`src/logic/ast_pkg.sv`:
```
// constants and types shared by the asynchronous serial transmitter
// What this block does
// - frames are NRZ: one start bit, eight or nine data bits, one stop bit
// - data bits leave least significant bit first
// - baud generator runs at x16 or x64 the bit rate, chosen by control bit 2
// - with high speed set, bit rate is oscillator over sixteen times divisor plus one
// - no hardware parity; software carries any parity as the ninth bit
// - all asynchronous activity halts while the device sleeps
// - asynchronous operation is selected while control bit 4 is clear
// - shift register reloads only after the stop bit, at once if data waits
// - the buffer-to-shifter move takes one cycle and then sets the buffer-empty flag
// - interrupt request only when buffer-empty flag and its enable are both set
// - read-only shifter-empty status at bit 1, set while shifter empty, no interrupt
// - the shift register has no software address
// - setting transmit enable also sets the buffer-empty flag
// - enable is bit 5; a frame starts only with buffered data and a shift clock
// - loading the buffer first and enabling afterwards also starts transmission
// - a write to an empty shifter passes through, freeing the buffer for another byte
// - clearing transmit enable mid-frame aborts, resets and floats the serial output
// - control bit 6 selects nine-bit frames, ninth value taken from control bit 0
// - transmitter and receiver share one frame format and one baud setting
package ast_pkg;

   // ==========================================================
   // register offsets
   localparam logic [7:0] AST_CTRL_OFS = 8'h00;
   localparam logic [7:0] AST_HOLD_OFS = 8'h04;
   localparam logic [7:0] AST_DIV_OFS  = 8'h08;
   localparam logic [7:0] AST_STAT_OFS = 8'h0C;

   // ==========================================================
   // field positions
   localparam int AST_CTRL_NINTH_VAL = 0;
   localparam int AST_CTRL_SH_EMPTY  = 1;
   localparam int AST_CTRL_HS        = 2;
   localparam int AST_CTRL_CLK_MODE  = 4;
   localparam int AST_CTRL_TX_EN     = 5;
   localparam int AST_CTRL_NINE      = 6;
   localparam int AST_STAT_FLAG      = 0;
   localparam int AST_STAT_IE        = 1;
   localparam int AST_STAT_PORT_EN   = 2;

   // ==========================================================
   // reset values and control write mask
   localparam logic [7:0] AST_CTRL_RST = 8'h00;
   localparam logic [7:0] AST_HOLD_RST = 8'h00;
   localparam logic [7:0] AST_DIV_RST  = 8'h00;
   localparam logic [7:0] AST_CTRL_WMASK = 8'hF5;

   // ==========================================================
   // baud sub-ticks per bit, minus one
   localparam logic [5:0] AST_SUB_HS = 6'h0F;
   localparam logic [5:0] AST_SUB_LS = 6'h3F;

   typedef enum logic [2:0] {
      AST_IDLE  = 3'h0,
      AST_LOAD  = 3'h1,
      AST_START = 3'h3,
      AST_DATA  = 3'h2,
      AST_STOP  = 3'h6
   } ast_state_t;

   function automatic logic [5:0] ast_sub_limit(input logic hs);
      ast_sub_limit = hs ? AST_SUB_HS : AST_SUB_LS;
   endfunction

endpackage

```
`src/logic/ast_baud.sv`:
```
// baud generator: one sub-tick every divisor plus one clock cycles
`timescale 1ns/1ps
module ast_baud import ast_pkg::*; (
   // clock and reset
   input  wire logic       pclk,
   input  wire logic       presetn,
   // control
   input  wire logic       run,
   input  wire logic [7:0] divisor,
   // tick
   output logic            tick
);

   logic [7:0] cnt_q;

   // ==========================================================
   // down counter; reloads from the divisor at zero or while stopped, so a new value takes hold at the next reload
   always_ff @(posedge pclk or negedge presetn) begin
      if (!presetn) begin
         cnt_q <= 8'h00;
      end else if (!run || cnt_q == 8'h00) begin
         cnt_q <= divisor;
      end else begin
         cnt_q <= cnt_q - 8'h01;
      end
   end

   assign tick = run & (cnt_q == 8'h00);
endmodule

```
`src/logic/ast_shift.sv`:
```
// transmit shift register with frame sequencing
`timescale 1ns/1ps
module ast_shift import ast_pkg::*; (
   // clock and reset
   input  wire logic       pclk,
   input  wire logic       presetn,
   // control
   input  wire logic       clear,
   input  wire logic       hold,
   input  wire logic       sub_tick,
   input  wire logic       hs,
   input  wire logic       nine,
   // load
   input  wire logic       load,
   input  wire logic [8:0] load_data,
   // status and line
   output logic            busy,
   output logic            txd
);

   ast_state_t state_q;
   logic [8:0] sr_q;
   logic [5:0] sub_q;
   logic [3:0] cnt_q;
   logic       txd_q;

   wire bit_end = sub_tick & (sub_q == ast_sub_limit(hs));
   wire timing  = (state_q != AST_IDLE) & (state_q != AST_LOAD);

   // ==========================================================
   // frame sequencer; clear aborts, hold freezes everything
   always_ff @(posedge pclk or negedge presetn) begin
      if (!presetn) begin
         state_q <= AST_IDLE;
         sr_q    <= 9'h000;
         cnt_q   <= 4'h0;
         txd_q   <= 1'b1;
      end else if (clear) begin
         state_q <= AST_IDLE;
         txd_q   <= 1'b1;
      end else if (!hold) begin
         case (state_q)
            AST_IDLE: begin
               if (load) begin
                  sr_q    <= load_data;
                  cnt_q   <= nine ? 4'h8 : 4'h7;
                  state_q <= AST_LOAD;
               end
            end
            AST_LOAD: begin
               if (sub_tick) begin
                  state_q <= AST_START;
                  txd_q   <= 1'b0;
               end
            end
            AST_START: begin
               if (bit_end) begin
                  state_q <= AST_DATA;
                  txd_q   <= sr_q[0];
                  sr_q    <= {1'b0, sr_q[8:1]};
               end
            end
            AST_DATA: begin
               if (bit_end && cnt_q == 4'h0) begin
                  state_q <= AST_STOP;
                  txd_q   <= 1'b1;
               end else if (bit_end) begin
                  txd_q <= sr_q[0];
                  sr_q  <= {1'b0, sr_q[8:1]};
                  cnt_q <= cnt_q - 4'h1;
               end
            end
            AST_STOP: begin
               if (bit_end) begin
                  state_q <= AST_IDLE;
               end
            end
            default: begin
               state_q <= AST_IDLE;
            end
         endcase
      end
   end

   // ==========================================================
   // sub-tick counter restarts with each start bit
   always_ff @(posedge pclk or negedge presetn) begin
      if (!presetn) begin
         sub_q <= 6'h00;
      end else if (clear || hold) begin
         sub_q <= clear ? 6'h00 : sub_q;
      end else if (state_q == AST_LOAD) begin
         sub_q <= 6'h00;
      end else if (timing && sub_tick) begin
         sub_q <= bit_end ? 6'h00 : sub_q + 6'h01;
      end
   end

   assign busy = (state_q != AST_IDLE);
   assign txd  = txd_q;
endmodule

```
`src/logic/ast_tx.sv`:
```
// asynchronous serial transmitter with apb register slave
//
// Our own choices: the address map and the APB interface to the registers.
`timescale 1ns/1ps
module ast_tx import ast_pkg::*; (
   // apb
   input  wire logic        pclk,
   input  wire logic        presetn,
   input  wire logic        psel,
   input  wire logic        penable,
   input  wire logic        pwrite,
   input  wire logic [7:0]  paddr,
   input  wire logic [31:0] pwdata,
   output logic      [31:0] prdata,
   output logic             pready,
   output logic             pslverr,
   // core
   input  wire logic        sleep,
   output logic             irq,
   // shared with the receiver
   output logic             baud_tick,
   output logic             frame_nine,
   output logic             frame_hs,
   // serial pin
   output logic             serial_out,
   output logic             serial_out_oe
);

   // ==========================================================
   // state
   logic [7:0]  ctrl_q;
   logic [7:0]  hold_q;
   logic [7:0]  div_q;
   logic        hold_full_q;
   logic        flag_q;
   logic        flag_d;
   logic        irq_en_q;
   logic        port_en_q;
   logic        tx_en_d1_q;
   logic        run_q;
   logic [31:0] prdata_q;
   logic        busy;
   logic        txd;

   // ==========================================================
   // apb decode
   wire setup    = psel & ~penable;
   wire access   = psel & penable;
   wire sel_ctrl = (paddr == AST_CTRL_OFS);
   wire sel_hold = (paddr == AST_HOLD_OFS);
   wire sel_div  = (paddr == AST_DIV_OFS);
   wire sel_stat = (paddr == AST_STAT_OFS);
   // no decode exists for the shift register itself
   wire mapped   = sel_ctrl | sel_hold | sel_div | sel_stat;
   wire wr       = access & pwrite & mapped;
   wire wr_ctrl  = wr & sel_ctrl;
   wire wr_hold  = wr & sel_hold;
   wire wr_div   = wr & sel_div;
   wire wr_stat  = wr & sel_stat;

   // ==========================================================
   // transmit control
   wire tx_en    = ctrl_q[AST_CTRL_TX_EN];
   wire async_md = ~ctrl_q[AST_CTRL_CLK_MODE];
   wire run      = port_en_q & tx_en & async_md;
   wire en_rise  = tx_en & ~tx_en_d1_q;
   // a load waits one cycle behind a buffer write so set and clear never meet
   wire load     = run & ~sleep & hold_full_q & ~busy & ~wr_hold;
   // ninth bit is whatever software placed there, parity included
   wire [8:0] load_data = {ctrl_q[AST_CTRL_NINTH_VAL], hold_q};

   // ==========================================================
   // read mux
   wire [7:0] ctrl_rd = {ctrl_q[7:2], ~busy, ctrl_q[0]};
   wire [7:0] stat_rd = {5'h00, port_en_q, irq_en_q, flag_q};
   wire [7:0] rd_mux  = sel_ctrl ? ctrl_rd :
                        sel_hold ? hold_q :
                        sel_div  ? div_q :
                        sel_stat ? stat_rd : 8'h00;

   // ==========================================================
   // register writes
   always_ff @(posedge pclk or negedge presetn) begin
      if (!presetn) begin
         ctrl_q <= AST_CTRL_RST;
      end else if (wr_ctrl) begin
         ctrl_q <= pwdata[7:0] & AST_CTRL_WMASK;
      end
   end

   always_ff @(posedge pclk or negedge presetn) begin
      if (!presetn) begin
         div_q <= AST_DIV_RST;
      end else if (wr_div) begin
         div_q <= pwdata[7:0];
      end
   end

   always_ff @(posedge pclk or negedge presetn) begin
      if (!presetn) begin
         irq_en_q  <= 1'b0;
         port_en_q <= 1'b0;
      end else if (wr_stat) begin
         irq_en_q  <= pwdata[AST_STAT_IE];
         port_en_q <= pwdata[AST_STAT_PORT_EN];
      end
   end

   // ==========================================================
   // holding buffer; its contents survive a disable so load-then-enable works
   always_ff @(posedge pclk or negedge presetn) begin
      if (!presetn) begin
         hold_q      <= AST_HOLD_RST;
         hold_full_q <= 1'b0;
      end else if (wr_hold) begin
         hold_q      <= pwdata[7:0];
         hold_full_q <= 1'b1;
      end else if (load) begin
         hold_full_q <= 1'b0;
      end
   end

   // ==========================================================
   // buffer-empty flag; setting wins over a clearing write
   always_comb begin
      flag_d = flag_q;
      if (wr_hold) begin
         flag_d = 1'b0;
      end
      if (load || en_rise) begin
         flag_d = 1'b1;
      end
   end

   always_ff @(posedge pclk or negedge presetn) begin
      if (!presetn) begin
         flag_q     <= 1'b1;
         tx_en_d1_q <= 1'b0;
         run_q      <= 1'b0;
      end else begin
         flag_q     <= flag_d;
         tx_en_d1_q <= tx_en;
         run_q      <= run;
      end
   end

   // ==========================================================
   // read data is captured in the setup cycle, so no wait states
   always_ff @(posedge pclk or negedge presetn) begin
      if (!presetn) begin
         prdata_q <= 32'h0000_0000;
      end else if (setup) begin
         prdata_q <= {24'h00_0000, rd_mux};
      end
   end

   // ==========================================================
   // datapath
   ast_baud u_baud (
      .pclk    (pclk),
      .presetn (presetn),
      .run     (run & ~sleep),
      .divisor (div_q),
      .tick    (baud_tick)
   );

   ast_shift u_shift (
      .pclk      (pclk),
      .presetn   (presetn),
      .clear     (~run),
      .hold      (sleep),
      .sub_tick  (baud_tick),
      .hs        (ctrl_q[AST_CTRL_HS]),
      .nine      (ctrl_q[AST_CTRL_NINE]),
      .load      (load),
      .load_data (load_data),
      .busy      (busy),
      .txd       (txd)
   );

   // ==========================================================
   // outputs
   assign prdata        = prdata_q;
   assign pready        = 1'b1;
   assign pslverr       = access & ~mapped;
   assign irq           = flag_q & irq_en_q;
   assign frame_nine    = ctrl_q[AST_CTRL_NINE];
   assign frame_hs      = ctrl_q[AST_CTRL_HS];
   assign serial_out    = txd;
   assign serial_out_oe = run_q;
endmodule

```
`config.mk`:
```
export PLATFORM = sky130hd
export DESIGN_NAME = ast_tx
export DESIGN_NICKNAME = d
export VERILOG_FILES = /design/src/logic/ast_pkg.sv /design/src/logic/ast_baud.sv /design/src/logic/ast_shift.sv /design/src/logic/ast_tx.sv
export SDC_FILE = /design/constraint.sdc
export NUM_CORES = 1
export LEC_CHECK = 0
export BUFFER_PORTS_ARGS = -buffer_cell sky130_fd_sc_hd__buf_2
export CAP_MARGIN = 20
export CELL_PAD_IN_SITES_DETAIL_PLACEMENT = 1
export CELL_PAD_IN_SITES_GLOBAL_PLACEMENT = 1
export CORE_MARGIN = 2
export CORE_UTILIZATION = 30
export CTS_CLUSTER_DIAMETER = 80
export CTS_CLUSTER_SIZE = 25
export DETAILED_ROUTE_END_ITERATION = 10
export GPL_TIMING_DRIVEN = 0
export PLACE_DENSITY = 0.6
export REMOVE_ABC_BUFFERS = 1
export SYNTH_ARGS = -nofsm -noshare
export SYNTH_HDL_FRONTEND = slang
export SYNTH_SLANG_ARGS = --single-unit
```
`constraint.sdc`:
```
create_clock -name pclk -period 7.2 [get_ports pclk]
set_input_delay 0.36 -clock pclk [delete_from_list [all_inputs] [get_ports pclk]]
set_output_delay 0.36 -clock pclk [all_outputs]
set_load 0.02 [all_outputs]
```
After elaboration in Yosys (flattened, before gate mapping)
Cells that the tools add are included.
{"block": "word_totals", "in_bits": 46, "out_inout_bits": 40, "mem_count": 0, "ramBits": 0, "regBits": 67, "word_cells": 129, "latch_bits": 0, "romBits": 0}
{"block": "op_classes", "n_shift": 0, "n_mux": 38, "div_mod_pow": 0, "n_bitwise": 31, "addsub": 3, "order_cmp": 0, "n_reduce_logical": 21, "mul": 0, "eq_ne": 20}
{"cell": "$mux W6", "n": 6}
{"cell": "$mux W8", "n": 4}
{"cell": "$mux W9", "n": 3}
{"cell": "$pmux W9 S3", "n": 1}
{"cell": "$mux W3", "n": 8}
{"cell": "$and A1 B1 Y1", "n": 20}
{"cell": "$eq A8 B4 Y1 const B", "n": 2}
{"cell": "$logic_not A8 Y1", "n": 2}
{"cell": "$mux W4", "n": 4}
{"cell": "$pmux W3 S5", "n": 1}
{"cell": "$ne A3 B2 Y1 const B", "n": 4}
{"cell": "$reduce_and A6 Y1", "n": 2}
{"cell": "$mux W1", "n": 9}
{"cell": "$reduce_bool A3 Y1", "n": 3}
{"cell": "$eq A8 B3 Y1 const B", "n": 1}
{"cell": "$ne A2 B2 Y1 const B", "n": 4}
{"cell": "$not A1 Y1", "n": 8}
{"cell": "$pmux W4 S2", "n": 1}
{"cell": "$sub A8 B1 Y8 const B", "n": 1}
{"cell": "$add A6 B1 Y6 const B", "n": 1}
{"cell": "$eq A3 B2 Y1 const B", "n": 2}
{"cell": "$eq A6 B6 Y1", "n": 1}
{"cell": "$reduce_bool A2 Y1", "n": 3}
{"cell": "$reduce_and A5 Y1", "n": 1}
{"cell": "16 further kinds", "n": 21}

Logic depth before layout (Yosys ltp)
{"block": "depth", "word_depth": 12, "ltp_mapped": 8, "depth_no_buf": 7}

Cells and area by module
From an unflattened synthesis, not the netlist that was laid out.
{"block": "unflattened", "hier_cells": 376, "hier_area_um2": 3871.2}
{"module": "ast_tx", "seq_area_each_um2": 902.1, "n_inst": 1, "area_each_um2": 1865.5, "cells_each": 162}
{"module": "ast_shift", "seq_area_each_um2": 576.8, "n_inst": 1, "area_each_um2": 1560.2, "cells_each": 166}
{"module": "ast_baud", "seq_area_each_um2": 200.2, "n_inst": 1, "area_each_um2": 445.4, "cells_each": 48}

Least setup slack after synthesis
OpenSTA, ideal clock, no wires.
{"block": "synth_timing", "path_type": "register -> register", "startpoint": "reg u_baud.cnt_q[0]", "endpoint": "reg u_shift.sr_q[1]", "setup_slack_ns": 4.913, "t_required_ns": 7.075, "stages_incl_launch_ff": 9, "t_arrival_ns": 2.162, "period_less_slack_ns": 2.287, "path_buffers": 1, "setup_time_ns": 0.125, "cell_sequence": "dfrtp_1 > inv_1 > ha_1 > nor3b_1 > and2_1 > a21oi_2 > or4_4 > buf_6 > mux2_4"}
{"block": "synth_via", "elab_chain_len": 6, "elab_cells_between_ends": 9, "classes_between": "eq/ne: 1; mux: 3; bitwise: 2; reduce/logical: 3"}
{"item": "start, declared", "line_no": "ast_baud.sv:14", "text": "logic [7:0] cnt_q;"}
{"item": "start signal, assigned", "line_no": "ast_baud.sv:22", "text": "cnt_q <= divisor;"}
{"item": "start signal, assigned", "line_no": "ast_baud.sv:24", "text": "cnt_q <= cnt_q - 8'h01;"}
{"item": "$logic_not A8 Y1 *", "line_no": "ast_baud.sv:28", "text": "assign tick = run & (cnt_q == 8'h00);"}
{"item": "$and A1 B1 Y1 *", "line_no": "ast_baud.sv:28"}
{"item": "$and A1 B1 Y1 *", "line_no": "ast_shift.sv:27", "text": "wire bit_end = sub_tick & (sub_q == ast_sub_limit(hs));"}
{"item": "$mux W9 / $logic_and A1 B1 Y1 (equally long branches)"}
{"item": "$mux W9 / $ne A2 B2 Y1 (equally long branches)"}
{"item": "$pmux W9 S3 / $reduce_and A5 Y1 (equally long branches)"}
{"item": "end signal, assigned", "line_no": "ast_shift.sv:45", "text": "sr_q <= load_data;"}
{"item": "end signal, assigned", "line_no": "ast_shift.sv:60", "text": "sr_q <= {1'b0, sr_q[8:1]};"}
{"item": "end signal, assigned", "line_no": "ast_shift.sv:69", "text": "sr_q <= {1'b0, sr_q[8:1]};"}
{"item": "end, declared", "line_no": "ast_shift.sv:22", "text": "logic [8:0] sr_q;"}
Every way passes the cells marked *; elsewhere a longest branch is shown, timed or not. The select of a mux whose other input is x is not followed.
A chain may end at the register's enable or synchronous reset.

Worst setup path in the final report
{"block": "layout_timing", "startpoint": "in paddr[2]", "endpoint": "reg u_shift.sr_q[4]"}
{"block": "layout_via", "elab_chain_len": 10, "elab_cells_between_ends": 13, "classes_between": "eq/ne: 4; bitwise: 7; reduce/logical: 2"}
{"item": "start, declared", "line_no": "ast_tx.sv:12", "text": "input wire logic [7:0] paddr,"}
{"item": "$eq A8 B3 Y1 / $logic_not A8 Y1 (equally long branches)", "line_no": "ast_tx.sv:50, ast_tx.sv:49"}
{"item": "$or A1 B1 Y1 (3 in a row)", "line_no": "ast_tx.sv:54", "text": "wire mapped = sel_ctrl | sel_hold | sel_div | sel_stat;"}
{"item": "$and A1 B1 Y1", "line_no": "ast_tx.sv:55", "text": "wire wr = access & pwrite & mapped;"}
{"item": "$and A1 B1 Y1 *", "line_no": "ast_tx.sv:57", "text": "wire wr_hold = wr & sel_hold;"}
{"item": "$not A1 Y1 *", "line_no": "ast_tx.sv:68", "text": "wire load = run & ~sleep & hold_full_q & ~busy & ~wr_hold;"}
{"item": "$and A1 B1 Y1 *", "line_no": "ast_tx.sv:68"}
{"item": "$ne A2 B2 Y1 (no source line) *"}
{"item": "$reduce_and A5 Y1 (no source line) *"}
Every way passes the cells marked *; elsewhere a longest branch is shown, timed or not.

==> reports/results.tsv <==
metric	value	unit
grt_pass1_vias	2599	
slowest_stage	nand4_1	
drive_gt1_frac	0.283	
dpl.hpwl	6.17	mm
die_x	114	um
numCtsBuffers	9	
num_vias	2596	
grt_overflow_total	0	
dr.pass1.iters	4	
endpoint_kind	flip-flop	
grt_first_pass_wirelength	14.3	mm
synth_cell_type_count	53	
drt_iter0_drc	67	
synth_edf_count	0	
crit_family	simple AND/OR/NAND/NOR gates	
place_ws	4.06	ns
critical_path_arrival	3.04	ns
drt.antenna.violating_nets	0	
syn2layout_area_growth	15.5	%
syn_area	3620	um2
cp_cell_sequence	buf_2, nor2b_1, nand4_1, a31oi_1, or4_4, mux2_4	
gr-usage-all-layers	0.143	
worstPathMaxFanout	14	
ioPinCount	86	
syn_avg_cell_area	10.8	um2
drv_cap	0	
viasPerCell	4.98	
startpoint	paddr[2]	
min_period_over_period	0.392	
critical_path_class	input pin to flip-flop	
slew_violations	0	
place_congestion	0.761	
min_path_type	input pin to async pin	
die_y	114	um
grt_max_degree	68	
cts_resized	0	
clkLatencyLatePin	0.33	ns
ys_warn_count	0	
num_rows	40	
clkSinkCount	67	
cts_max_path_buffers	2	
synth_top_area_share	0.450	
setup.worst_path.start_class	input pin	
fmaxAchievable	354	MHz
final_nets	420	
clock-skew-final	0.00535	ns
critical_path_buf_inv_count	1	
path_clk_slew	0.06	ns
synth-seq-area-share	0.464	
postSynth.asyncResetShare	1.00	
post_cts_buffers	0	
worst_slack	4.38	ns
r2r_setup_slack	4.41	ns
syn_inst	334	
antenna_found_initial	0	
synth_common_cells	dfrtp_1, nand2_1, mux2_2	
initial_utilization	0.304	
ys_top_cells_by_area	dfrtp_1, mux2_2, buf_4	
die_area	13000	um2
reg2regPathDepth	5	
fin_crit	2.82	ns
antenna_cells	0	
io_buffers	36	
finalSetupTns	0	ns
fin_util	0.351	
holdBufCountCts	0	
critical_path.max_stage_delay	0.70	ns
core_area	11900	um2
rsz0062_at_grt	false	
finalHoldViolations	0	
p_leak	2.09	nW
required	7.41	ns
ir_worst_vdd	0.0000951	V
setup_violations	0	
timing.rr.end	u_shift.sr_q[4]	
cts_tree	built	
maxSlewHeadroom	0.424	
cellPowerDensity	226	nW/um2
synth_ff_type	dfrtp_1	
drt-total-wl	8.65	mm
yosysTopAreaCell	dfrtp_1	
wl_per_cell	16.6	um
status	finished clean	
root_buffer	clkbuf_16	
drt_drc_violations_left	0	
synth_most_common_cell	dfrtp_1	
n_fill_cell	1331	
worst_slew_pin_slew	0.864	ns
rr_startpoint	u_shift.state_q[2]	
synth_seq_cells	67	
cts-htree-levels	3	
[cells in the final DEF (no fill, tap or decap), drive strengths merged, types with 6 or more instances in the layout]
cell type | synthesis | layout
dfrtp | 65 | 65
mux2 | 38 | 38
buf | 29 | 36
nand2 | 33 | 33
conb | 2 | 25
o21ai | 23 | 23
inv | 12 | 13
clkbuf | 6 | 10
a21oi | 10 | 10
nor2 | 8 | 8
and3 | 8 | 8
a22o | 8 | 8
mux2i | 7 | 7
nand2b | 6 | 6
nand3 | 6 | 6
[cell families (layout without fill, tap and decap cells)]
kind of cell,Yosys count,count (layout),synth area share
muxes,48,48,0.164
DFF,67,67,0.464
and+or+nand+nor,95,95,0.144
other,2,25,0.00208
adders and majority gates,5,5,0.0173
AOI/OAI and AO/OA,64,64,0.117
xor gates and xnor gates,6,6,0.0145
buffers and inverters,47,64,0.0775
[registers in the layout, indices dropped and copies added, names as in the netlist]
signal           count
u_shift.sr_q         9
div_q                8
hold_q               8
prdata               8
u_baud.cnt_q         8
ctrl_q               6
u_shift.sub_q        6
u_shift.cnt_q        4
u_shift.state_q      3
flag_q               1
hold_full_q          1
irq_en_q             1
port_en_q            1
serial_out_oe        1
tx_en_d1_q           1
u_shift.txd          1
[where the power goes]
group | leakage (nW) | switching (W) | internal [W]
clock | 0.167 | 0.000171 | 0.000340
combinational | 1.02 | 0.0000351 | 0.0000138
sequential | 0.902 | 0.00000318 | 0.000380
total | 2.09 | 0.000209 | 0.000733
[final cells by class]
cell class	count	area, um2	share of cell area
flip-flops and latches	67	1680	0.402
inverters	12	45.0	0.0108
clock inverters	6	113	0.0270
clock buffers	10	229	0.0548
well taps	147	184	0.0440
multi-input cells	243	1740	0.418
repair buffers	36	183	0.0437
[stage by stage]
step / instance area, um2 / hold slack [ns] / instances / total power [W]
floorplan: 3470 / 0.0644 / 322 / 0.000416
global placement: 3830 / 0.381 / 505 / 0.000438
detailed placement: 3830 / 0.399 / 505 / 0.000439
CTS: 4180 / 0.183 / 521 / 0.000954
global route: 4180 / 0.202 / 521 / 0.000977
finish: 4180 / 0.129 / 521 / 0.000943
[worst max-delay path by stage]
stage                      end  slack [ns]  depth (start not counted)
6_report       u_shift.sr_q[4]        4.38                          6
5_1_grt        u_shift.sr_q[7]        4.19                          6
4_1_cts        u_shift.sr_q[4]        4.38                          6
3_5_place_dp   u_shift.sr_q[4]        4.06                          6
3_3_place_gp   u_shift.sr_q[6]        4.08                          6
2_1_floorplan  u_shift.sr_q[7]        4.91                          5
[routing by layer]
metal / part of all wire / vias up / wire [um] / track usage
li1: - / 1213 / - / -
met1: 0.48 / 1309 / 4170 / 0.198
met2: 0.47 / 57 / 4050 / 0.223
met3: 0.028 / 17 / 239 / 0.0218
met4: 0.023 / 0 / 195 / 0.0634
met5: 0 / - / 0 / 0
(Power assumes the default switching activity.)
